<file path="config.mk">
export PLATFORM = sky130hd
export DESIGN_NAME = ifmt_decoder
export DESIGN_NICKNAME = d
export VERILOG_FILES = /design/src/hdl/ifmt_cycle_count.v /design/src/hdl/ifmt_decoder.v
export VERILOG_INCLUDE_DIRS = /design/src /design/src/shared
export SDC_FILE = /design/constraint.sdc
export NUM_CORES = 1
export LEC_CHECK = 0
export ABC_AREA = 1
export BUFFER_PORTS_ARGS = -buffer_cell sky130_fd_sc_hd__buf_4
export CAP_MARGIN = 40
export CORE_MARGIN = 10
export CORE_UTILIZATION = 45
export CTS_BUF_LIST = sky130_fd_sc_hd__clkbuf_16
export CTS_CLUSTER_DIAMETER = 200
export DETAILED_ROUTE_END_ITERATION = 10
export HOLD_SLACK_MARGIN = 0.12
export PLACE_DENSITY = 0.74
export SLEW_MARGIN = 15
export SYNTH_ARGS = -nofsm -noshare
export SYNTH_HDL_FRONTEND = slang
export SYNTH_SLANG_ARGS = --single-unit
</file>
<file path="constraint.sdc">
create_clock -name clock_i -period 2.05 [get_ports clock_i]
set_input_delay 0.205 -clock clock_i [delete_from_list [all_inputs] [get_ports clock_i]]
set_output_delay 0.205 -clock clock_i [all_outputs]
set_load 0.01 [all_outputs]
</file>
<file path="src/shared/ifmt_defs.vh">
// constants for the instruction format and timing decoder
`ifndef IFMT_DEFS_VH
`define IFMT_DEFS_VH
`define IFMT_WORD_W      24
`define IFMT_OPC_HI      23
`define IFMT_OPC_LO      16
`define IFMT_OPC_W       8
`define IFMT_ZERO_OPC    8'h00
// first words of the double-word instructions
`define IFMT_OPC_GOTO    8'h04
`define IFMT_OPC_CALL    8'h02
`define IFMT_OPC_DO      8'h08
// instruction classes
`define IFMT_CLS_NOP     3'h0
`define IFMT_CLS_FILE    3'h1
`define IFMT_CLS_WORK    3'h2
`define IFMT_CLS_BIT     3'h3
`define IFMT_CLS_LITMOV  3'h4
`define IFMT_CLS_LITALU  3'h5
`define IFMT_CLS_CTRL    3'h6
`define IFMT_CLS_DOUBLE  3'h7
// class selectors and the skip selector in the opcode top nibble
`define IFMT_NIB_LITMOV  4'h2
`define IFMT_NIB_WORK_A  4'h4
`define IFMT_NIB_WORK_B  4'h5
`define IFMT_NIB_WORK_C  4'h6
`define IFMT_NIB_LITALU  4'h7
`define IFMT_NIB_BIT     4'hA
`define IFMT_NIB_FILE    4'hB
`define IFMT_NIB_SKIP    4'hE
// control and table read/write opcodes that take extra cycles
`define IFMT_OPC_JUMP    8'h37
`define IFMT_OPC_INDJ    8'h01
`define IFMT_OPC_TAB_RD  8'hBA
`define IFMT_OPC_TAB_WR  8'hBB
`define IFMT_OPC_RETURN  8'h06
`define IFMT_OPC_RETINT  8'h07
// operand field positions
`define IFMT_F_HI        13
`define IFMT_F_LO        1
`define IFMT_DSEL_BIT    14
`define IFMT_BASE_HI     14
`define IFMT_BASE_LO     11
`define IFMT_DST_HI      10
`define IFMT_DST_LO      7
`define IFMT_DSTM_HI     6
`define IFMT_DSTM_LO     4
`define IFMT_SRC2_HI     3
`define IFMT_SRC2_LO     0
`define IFMT_SRC2M_BIT   15
`define IFMT_BITPOS_HI   15
`define IFMT_BITPOS_LO   12
`define IFMT_BITIND_BIT  11
`define IFMT_BITFILE_BIT 10
`define IFMT_LIT_HI      15
`define IFMT_LIT_LO      4
`define IFMT_SAMEDST_BIT 15
`define IFMT_REG_W       4
`define IFMT_CYC_W       2
`define IFMT_CYC_ONE     2'h1
`define IFMT_CYC_TWO     2'h2
`define IFMT_CYC_THREE   2'h3
`endif

</file>
<file path="src/hdl/ifmt_cycle_count.v">
// cycle-count lookup for one decoded instruction
`timescale 1ns/10ps
`default_nettype none
`include "ifmt_defs.vh"
module ifmt_cycle_count (
   input  wire [7:0] opcode_i,
   input  wire       double_i,
   input  wire       cond_true_i,
   input  wire       skip_dbl_i,
   output reg  [1:0] cycles_o
);
   always @* begin
      cycles_o = `IFMT_CYC_ONE;
      if (double_i) begin
         cycles_o = `IFMT_CYC_TWO;
      end else if (opcode_i[7:4] == `IFMT_NIB_SKIP) begin
         if (cond_true_i) begin
            cycles_o = skip_dbl_i ? `IFMT_CYC_THREE : `IFMT_CYC_TWO;
         end
      end else begin
         case (opcode_i)
            `IFMT_OPC_JUMP, `IFMT_OPC_INDJ, `IFMT_OPC_RETURN: begin
               cycles_o = `IFMT_CYC_TWO;
            end
            `IFMT_OPC_TAB_RD, `IFMT_OPC_TAB_WR, `IFMT_OPC_RETINT: begin
               cycles_o = `IFMT_CYC_THREE;
            end
            default: begin
               if (cond_true_i) begin
                  cycles_o = `IFMT_CYC_TWO;
               end
            end
         endcase
      end
   end
endmodule
`default_nettype wire

</file>
<file path="src/hdl/ifmt_decoder.v">
// instruction format decoder: word pairing, operand fields, cycle count
`timescale 1ns/10ps
`default_nettype none
`include "ifmt_defs.vh"
module ifmt_decoder #(
   parameter WORD_W = `IFMT_WORD_W,
   parameter REG_W  = `IFMT_REG_W
) (
   input  wire              clock_i,
   input  wire              reset_i,
   input  wire              fetch_valid_i,
   input  wire [WORD_W-1:0] fetch_word_i,
   input  wire              cond_true_i,
   input  wire              skip_dbl_i,
   output reg               issue_o,
   output reg  [7:0]        opcode_o,
   output reg  [2:0]        op_class_o,
   output reg               is_nop_o,
   output reg  [WORD_W-1:0] ext_word_o,
   output reg  [12:0]       file_addr_o,
   output reg               dest_is_file_o,
   output reg  [REG_W-1:0]  base_source_reg_o,
   output reg  [REG_W-1:0]  second_source_reg_o,
   output reg               second_mod_o,
   output reg  [REG_W-1:0]  result_dest_reg_o,
   output reg  [2:0]        result_mod_o,
   output reg               has_result_o,
   output reg  [3:0]        bit_pos_o,
   output reg               bit_indirect_o,
   output reg               target_is_file_o,
   output reg  [11:0]       literal_o,
   output reg  [1:0]        cycles_o,
   output reg               pending_o
);
   localparam ST_FIRST  = 1'b0;
   localparam ST_SECOND = 1'b1;

   reg              state_r;
   reg              state_nxt;
   reg [WORD_W-1:0] held_r;
   reg [7:0]        dec_opc;
   reg              dec_issue;
   reg              dec_double;
   reg [2:0]        dec_class;
   wire [1:0]       cyc_w;

   function is_double_opc;
      input [7:0] opc;
      begin
         is_double_opc = (opc == `IFMT_OPC_GOTO) || (opc == `IFMT_OPC_CALL)
                         || (opc == `IFMT_OPC_DO);
      end
   endfunction

   function [2:0] class_of;
      input [7:0] opc;
      begin
         case (opc[7:4])
            `IFMT_NIB_LITMOV: class_of = `IFMT_CLS_LITMOV;
            `IFMT_NIB_WORK_A,
            `IFMT_NIB_WORK_B,
            `IFMT_NIB_WORK_C: class_of = `IFMT_CLS_WORK;
            `IFMT_NIB_LITALU: class_of = `IFMT_CLS_LITALU;
            `IFMT_NIB_BIT:    class_of = `IFMT_CLS_BIT;
            `IFMT_NIB_FILE:   class_of = `IFMT_CLS_FILE;
            default:          class_of = `IFMT_CLS_CTRL;
         endcase
      end
   endfunction

   always @* begin
      state_nxt  = state_r;
      dec_issue  = 1'b0;
      dec_double = 1'b0;
      dec_opc    = fetch_word_i[`IFMT_OPC_HI:`IFMT_OPC_LO];
      dec_class  = class_of(dec_opc);
      case (state_r)
         ST_FIRST: begin
            if (fetch_valid_i) begin
               if (is_double_opc(dec_opc)) begin
                  state_nxt = ST_SECOND;
               end else begin
                  dec_issue = 1'b1;
                  // orphan second word is a no-op
                  if (dec_opc == `IFMT_ZERO_OPC) begin
                     dec_class = `IFMT_CLS_NOP;
                  end
               end
            end
         end
         ST_SECOND: begin
            dec_opc   = held_r[`IFMT_OPC_HI:`IFMT_OPC_LO];
            dec_class = `IFMT_CLS_DOUBLE;
            if (fetch_valid_i) begin
               dec_issue  = 1'b1;
               dec_double = 1'b1;
               state_nxt  = ST_FIRST;
            end
         end
         default: begin
            state_nxt = ST_FIRST;
         end
      endcase
   end

   ifmt_cycle_count u_cyc (
      .opcode_i    (dec_opc),
      .double_i    (dec_double),
      .cond_true_i (cond_true_i && (dec_class != `IFMT_CLS_NOP)),
      .skip_dbl_i  (skip_dbl_i),
      .cycles_o    (cyc_w)
   );

   always @(posedge clock_i) begin
      if (reset_i) begin
         state_r             <= ST_FIRST;
         held_r              <= {WORD_W{1'b0}};
         issue_o             <= 1'b0;
         opcode_o            <= 8'h00;
         op_class_o          <= `IFMT_CLS_NOP;
         is_nop_o            <= 1'b0;
         ext_word_o          <= {WORD_W{1'b0}};
         file_addr_o         <= 13'h0000;
         dest_is_file_o      <= 1'b0;
         base_source_reg_o   <= {REG_W{1'b0}};
         second_source_reg_o <= {REG_W{1'b0}};
         second_mod_o        <= 1'b0;
         result_dest_reg_o   <= {REG_W{1'b0}};
         result_mod_o        <= 3'h0;
         has_result_o        <= 1'b0;
         bit_pos_o           <= 4'h0;
         bit_indirect_o      <= 1'b0;
         target_is_file_o    <= 1'b0;
         literal_o           <= 12'h000;
         cycles_o            <= `IFMT_CYC_ONE;
         pending_o           <= 1'b0;
      end else begin
         state_r   <= state_nxt;
         pending_o <= (state_nxt == ST_SECOND);
         issue_o   <= dec_issue;
         if (state_r == ST_FIRST && fetch_valid_i) begin
            held_r <= fetch_word_i;
         end
         if (dec_issue) begin
            opcode_o   <= dec_opc;
            op_class_o <= dec_class;
            is_nop_o   <= (dec_class == `IFMT_CLS_NOP);
            cycles_o   <= cyc_w;
            // second word carries 16 payload bits; top byte is zero by encoding
            ext_word_o <= dec_double ? fetch_word_i : {WORD_W{1'b0}};
            file_addr_o    <= fetch_word_i[`IFMT_F_HI:`IFMT_F_LO];
            dest_is_file_o <= (dec_class == `IFMT_CLS_FILE)
                              && fetch_word_i[`IFMT_DSEL_BIT];
            base_source_reg_o   <= fetch_word_i[`IFMT_BASE_HI:`IFMT_BASE_LO];
            second_source_reg_o <= fetch_word_i[`IFMT_SRC2_HI:`IFMT_SRC2_LO];
            result_dest_reg_o   <= fetch_word_i[`IFMT_DST_HI:`IFMT_DST_LO];
            second_mod_o        <= (dec_class == `IFMT_CLS_WORK)
                                   && fetch_word_i[`IFMT_SRC2M_BIT];
            result_mod_o        <= fetch_word_i[`IFMT_DSTM_HI:`IFMT_DSTM_LO];
            bit_pos_o        <= fetch_word_i[`IFMT_BITPOS_HI:`IFMT_BITPOS_LO];
            bit_indirect_o   <= (dec_class == `IFMT_CLS_BIT)
                                && fetch_word_i[`IFMT_BITIND_BIT];
            target_is_file_o <= ((dec_class == `IFMT_CLS_BIT)
                                 || (dec_class == `IFMT_CLS_LITMOV))
                                && fetch_word_i[`IFMT_BITFILE_BIT];
            literal_o        <= fetch_word_i[`IFMT_LIT_HI:`IFMT_LIT_LO];
            // work class always has a result; literal ALU only when not back to source; others none
            case (dec_class)
               `IFMT_CLS_WORK:   has_result_o <= 1'b1;
               `IFMT_CLS_LITALU: has_result_o <= ~fetch_word_i[`IFMT_SAMEDST_BIT];
               default:          has_result_o <= 1'b0;
            endcase
         end
      end
   end
endmodule
`default_nettype wire

</file>
* After elaboration in Yosys (flattened, before gate mapping)
Cells that the tools add are included.
** Storage, ports and cells
- Input port bits :: 29
- Output and inout port bits :: 89
- Bits in latches :: 0
- Register bits after elaboration :: 113
- Word-level logic and storage cells :: 82
- Memories :: 0
- Memory bits (writable) :: 0
- Bits in read-only memories :: 0
** Operators by class
- Bitwise gates (word level) :: 2
- Eq/ne operators :: 22
- Multiplexer cells :: 23
- Add/subtract/negate cells :: 0
- Reduce and logical (&&, ||, !) cells :: 15
- $mul :: 0
- Shift operators :: 0
- Div/mod/pow operators :: 0
- Order comparisons :: 0
** Operators with widths (number)
- 8-bit by 3-bit equality test with 1-bit output, second input constant :: 3
- 24-bit 2-to-1 mux :: 1
- 4-bit by 3-bit equality test with 1-bit output, second input constant :: 4
- 8-bit equality test, second input constant :: 2
- 3-bit case mux with 5 select lines :: 1
- 4-bit equality test, second input constant :: 3
- 3-bit 2-to-1 mux :: 3
- 3-bit OR reduction :: 3
- 8-bit by 1-bit equality test with 1-bit output, second input constant :: 1
- 8-bit by 2-bit equality test with 1-bit output, second input constant :: 1
- 8-bit by 4-bit equality test with 1-bit output, second input constant :: 1
- 8-bit by 6-bit equality test with 1-bit output, second input constant :: 1
- 8-bit zero test :: 1
- 1-bit 2-to-1 mux :: 8
- 2-bit 2-to-1 mux :: 4
- 8-bit 2-to-1 mux :: 1
- 3-bit by 2-bit equality test with 1-bit output, second input constant :: 2
- 3-bit equality test, second input constant :: 2
- 1-bit logical AND :: 6
- 1-bit case mux with 2 select lines :: 3
- 3-bit case mux with 2 select lines :: 1
- 4-bit by 2-bit equality test with 1-bit output, second input constant :: 1
- 2-bit case mux with 2 select lines :: 1
- 3-bit by 1-bit equality test with 1-bit output, second input constant :: 1
- 4 further kinds :: 7

* Longest topological paths before layout
- Depth after elaboration :: 13
- Gate-level depth with buffers :: 14
- Depth with buffers taken out :: 13

* Cells and area by module
From an unflattened synthesis, not the netlist that was laid out.
** Unflattened totals
- Cells, all modules :: 438
- Area total of the unflattened synthesis :: 3349.5 µm²
** By module, submodules not included
- ifmt_decoder :: instances 1, area each 3173.0 µm², cells an instance 401
- ifmt_cycle_count :: instances 1, area each 176.4 µm², cells an instance 37

* Worst setup path after synthesis
OpenSTA, ideal clock, no wires.
- Kind :: flip-flop to flip-flop
- Start :: register state_r
- End :: register cycles_o[0]
- Period minus slack after synthesis :: 1.440 ns
- Arrival time :: 1.325 ns
- Slack :: 0.610 ns
- Library setup time :: 0.115 ns
- Buffers on the path :: 2
- Stages on the path, launching flop included :: 14
- Required time :: 1.935 ns
- Path through :: dfxtp_1 -> buf_6 -> buf_6 -> o21ai_0 -> inv_1 -> nand2_1 -> nor2_1 -> nand2_1 -> nand2_1 -> inv_1 -> nand2_1 -> nand2_1 -> nand2_1 -> nand2_1
** On the way
- Word-level cells in the longest chain between the ends :: 8
- Elaborated cells between the ends (all ways) :: 21
- Classes of those cells :: eq/ne: 7; mux: 9; bitwise: 1; reduce/logical: 4
** RTL lines
- from (decl) :: RTL line ifmt_decoder.v:38 : reg state_r;
- from (signal assigned) :: RTL line ifmt_decoder.v:138 : state_r <= state_nxt;
- 1-bit inverter
- 3-bit case mux with 2 select lines :: RTL line ifmt_decoder.v:77 : case (state_r)
- 3-bit nonzero test (no source line)
- 1-bit logical AND :: RTL line ifmt_decoder.v:109 : .cond_true_i (cond_true_i && (dec_class != `IFMT_CLS_NOP)),
- 2-bit 2-to-1 mux :: RTL line ifmt_cycle_count.v:29 : if (cond_true_i) begin
- 2-bit case mux with 2 select lines :: RTL line ifmt_cycle_count.v:21 : case (opcode_i)
- 2-bit 2-to-1 mux :: RTL line ifmt_cycle_count.v:16 : end else if (opcode_i[7:4] == `IFMT_NIB_SKIP) begin
- 2-bit 2-to-1 mux :: RTL line ifmt_cycle_count.v:14 : if (double_i) begin
- to (signal assigned) :: RTL line ifmt_decoder.v:135 : cycles_o <= `IFMT_CYC_ONE;
- to (signal assigned) :: RTL line ifmt_decoder.v:148 : cycles_o <= cyc_w;
- to (decl) :: RTL line ifmt_decoder.v:32 : output reg [1:0] cycles_o,
Several ways; a longest one is shown, not always the timed one.
A chain may end at the register's enable or synchronous reset.

* Worst setup path after layout
Same ends and word-level chain as after synthesis.

==> flow_metrics.tcl <==
set metrics [dict create \
    outcome "finished clean" \
    clock_skew_ns 0.00302 \
    place_ws_ns 0.266 \
    reg2reg_from "state_r" \
    grt_usage_pct 15.4 \
    detail_route.first_pass.iterations 4 \
    startpoint_type "flip-flop" \
    ctsHoldBuffers 0 \
    die-area_um2 10500 \
    end_kind "flip-flop" \
    synth_area_leaders "dfxtp_1, nand2_1, buf_4, o21ai_0, inv_1" \
    synthMuxAreaShare_pct 0 \
    synth_top_family_by_area "simple AND/OR/NAND/NOR gates" \
    nets 526 \
    cellLeakagePower_nw 1.99 \
    vias 2849 \
    overflow 0 \
    yosys_warnings 0 \
    synth-compound-area-share_pct 15.1 \
    rows 30 \
    synth_largest_area_cell "dfxtp_1" \
    die_h_um 103 \
    r2r_setup_slack_ns 0.25 \
    coreArea_um2 6720 \
    clock_latency_ns 0.32 \
    numClockSinks 69 \
    synth.top_cell.area_share_pct 45.1 \
    crit_fanout 9 \
    ff2ff_path_depth 12 \
    critPathKind "flip-flop to flip-flop" \
    clk_pin_slew_ns 0.05 \
    pin_count 118 \
    viasPerCell 4.90 \
    crit_path_end "cycles_o[0]" \
    synth_xor_area_share_pct 0 \
    tritoncts "done" \
    setup_viol 0 \
    layout_commonest_cell "buf_4" \
    synth_cell_types 26 \
    cts_htree_levels 3 \
    final_cell_mix "buf_4, nand2_1, dfxtp_1" \
    fin_crit_sh_pct 88.0 \
    startpoint "state_r" \
    syn_nets 438 \
    drc 0 \
    cts_inserted_buffers 9 \
    report.final.slew_viol_count 0 \
    drtIter0Drc 148 \
    grt_pass1_wl_um 13100 \
    final.setup.worst_slack_ns 0.247 \
    grt_pass1_vias 2767 \
    cts_max_path_buffers 2 \
    max-slew-margin-rel_pct 64.9 \
    synthSimpleGateAreaFrac_pct 22.8 \
    grt_max_degree 44 \
    timing.final.hold_violations 0 \
    synth.ff_latch_count 69 \
    clock.fmax_mhz 555 \
    drive_gt1_share_pct 31.3 \
    hp-class "primary input to flip-flop" \
    cp_data_arrival_time_ns 2.02 \
    wl_um 8450 \
    timing.setup.tns_ns 0 \
    tightestPinTransition_ns 0.525 \
    yosysSeqAreaShare_pct 45.1 \
    avgRoutedWirePerCell_um 14.5 \
    start_util_pct 45.6 \
    finalCriticalPeriod_ns 1.80 \
    synthToLayoutAreaGrowth_pct 30.8 \
    maxCapViolCount 0 \
    crit-reg2reg-capture "cycles_o[0]" \
    fin_util_pct 59.7 \
    power_density_nw_per_um2 836 \
    post_cts_resized 0 \
    cts-root-buf "clkbuf_16" \
    syn_avg_cell_area_um2 7.49 \
    fill_cells 625 \
    regArea_um2 1380 \
    rsz0062_at_grt "false" \
    dp_hpwl_um 6520 \
    insertedDiodeCount 0 \
    multi_input_area_um2 1160 \
    dieWidth_um 103 \
    drt.antenna.violating_nets 0 \
    peakVddDrop_mv 0.573 \
    syn_inst 409 \
    antenna_found_initial 0 \
    critPathRequiredTime_ns 2.26 \
    post-cts-setup-buffers 0 \
    synth_area_um2 3070 \
    place.gp.congestion 0.820 \
    synthAdderAreaFrac_pct 0 \
    io_buffers 117 \
]
-- layer usage --
metal  up-vias  GRT usage (%)  wire length (um)
met4         0           4.01                53
met5         -              0                 0
li1       1448              -                 -
met1      1283           18.1              3630
met3         6           7.37              1070
met2       112           24.7              3690
-- where the power goes --
group	total, mW	switching (mW)	internal, mW
clock	1.45	0.530	0.922
sequential	1.45	0.0418	1.40
combinational	0.453	0.253	0.200
total	3.35	0.825	2.53
-- Yosys cell counts, drive strengths merged --
cell,n
dfxtp,69
a22o,1
nand2,117
nand4,3
nor3,3
or2,2
a21boi,1
nor2,30
a21oi,19
nand3,15
clkbuf,3
inv,43
a22oi,5
o21ai,55
o22ai,1
buf,42
-- critical path, stage by stage (launching register included) --
cell and delay [ns]:
dfxtp_1 0.51, buf_4 0.22, o21ai_0 0.18, inv_1 0.11, nand2_1 0.07, nor2_1 0.14
nand2_1 0.07, nand2_1 0.09, inv_1 0.06, nand2_1 0.06, nand2_1 0.04, nand2_1 0.08
nand2_1 0.05
-- per-stage QoR --
stage	hold WS [ns]	power (mW)	instances	cell area, um^2
2_1_floorplan	0.353	1.75	409	3070
3_5_place_dp	0.444	1.93	566	3730
6_report	0.143	3.35	582	4010
5_1_grt	0.150	3.49	582	4010
4_1_cts	0.136	3.38	582	4010
3_3_place_gp	0.440	1.92	566	3730
-- worst min-delay path by stage --
stage,start,end,slack [ns],cells past startpoint
after floorplan,fetch_word_i[11],bit_indirect_o,0.35,2
after global placement,ext_word_o[3],ext_word_o[3],0.44,2
after detailed placement,held_r[17],held_r[17],0.44,2
after CTS,fetch_word_i[7],file_addr_o[6],0.14,3
after global routing,fetch_word_i[7],file_addr_o[6],0.15,3
final,fetch_word_i[11],bit_indirect_o,0.14,3
-- cells by family after synthesis --
family / after synthesis
AND/OR/NAND/NOR: 170
buffers and inverters: 88
AO/OA/AOI/OAI: 82
flip-flops: 69
-- state kept, by name, indices dropped and copies added, names as in the netlist --
name and flops:
state_r 1, bit_indirect_o 1, second_mod_o 1, bit_pos_o 2, ext_word_o 24, target_is_file_o 1, held_r 8, has_result_o 1
op_class_o 3, dest_is_file_o 1, issue_o 1, opcode_o 8, is_nop_o 1, base_source_reg_o 1, file_addr_o 12, cycles_o 2
second_source_reg_o 1
-- layout make-up --
cell class | instances | area share (%)
timing repair buffer | 122 | 22.8
multi-input combinational | 252 | 29.0
tap | 80 | 2.50
sequential | 69 | 34.4
clock buffer | 9 | 5.62
inverter | 43 | 4.15
clock inverter | 7 | 1.47
(Power assumes the default switching activity.)
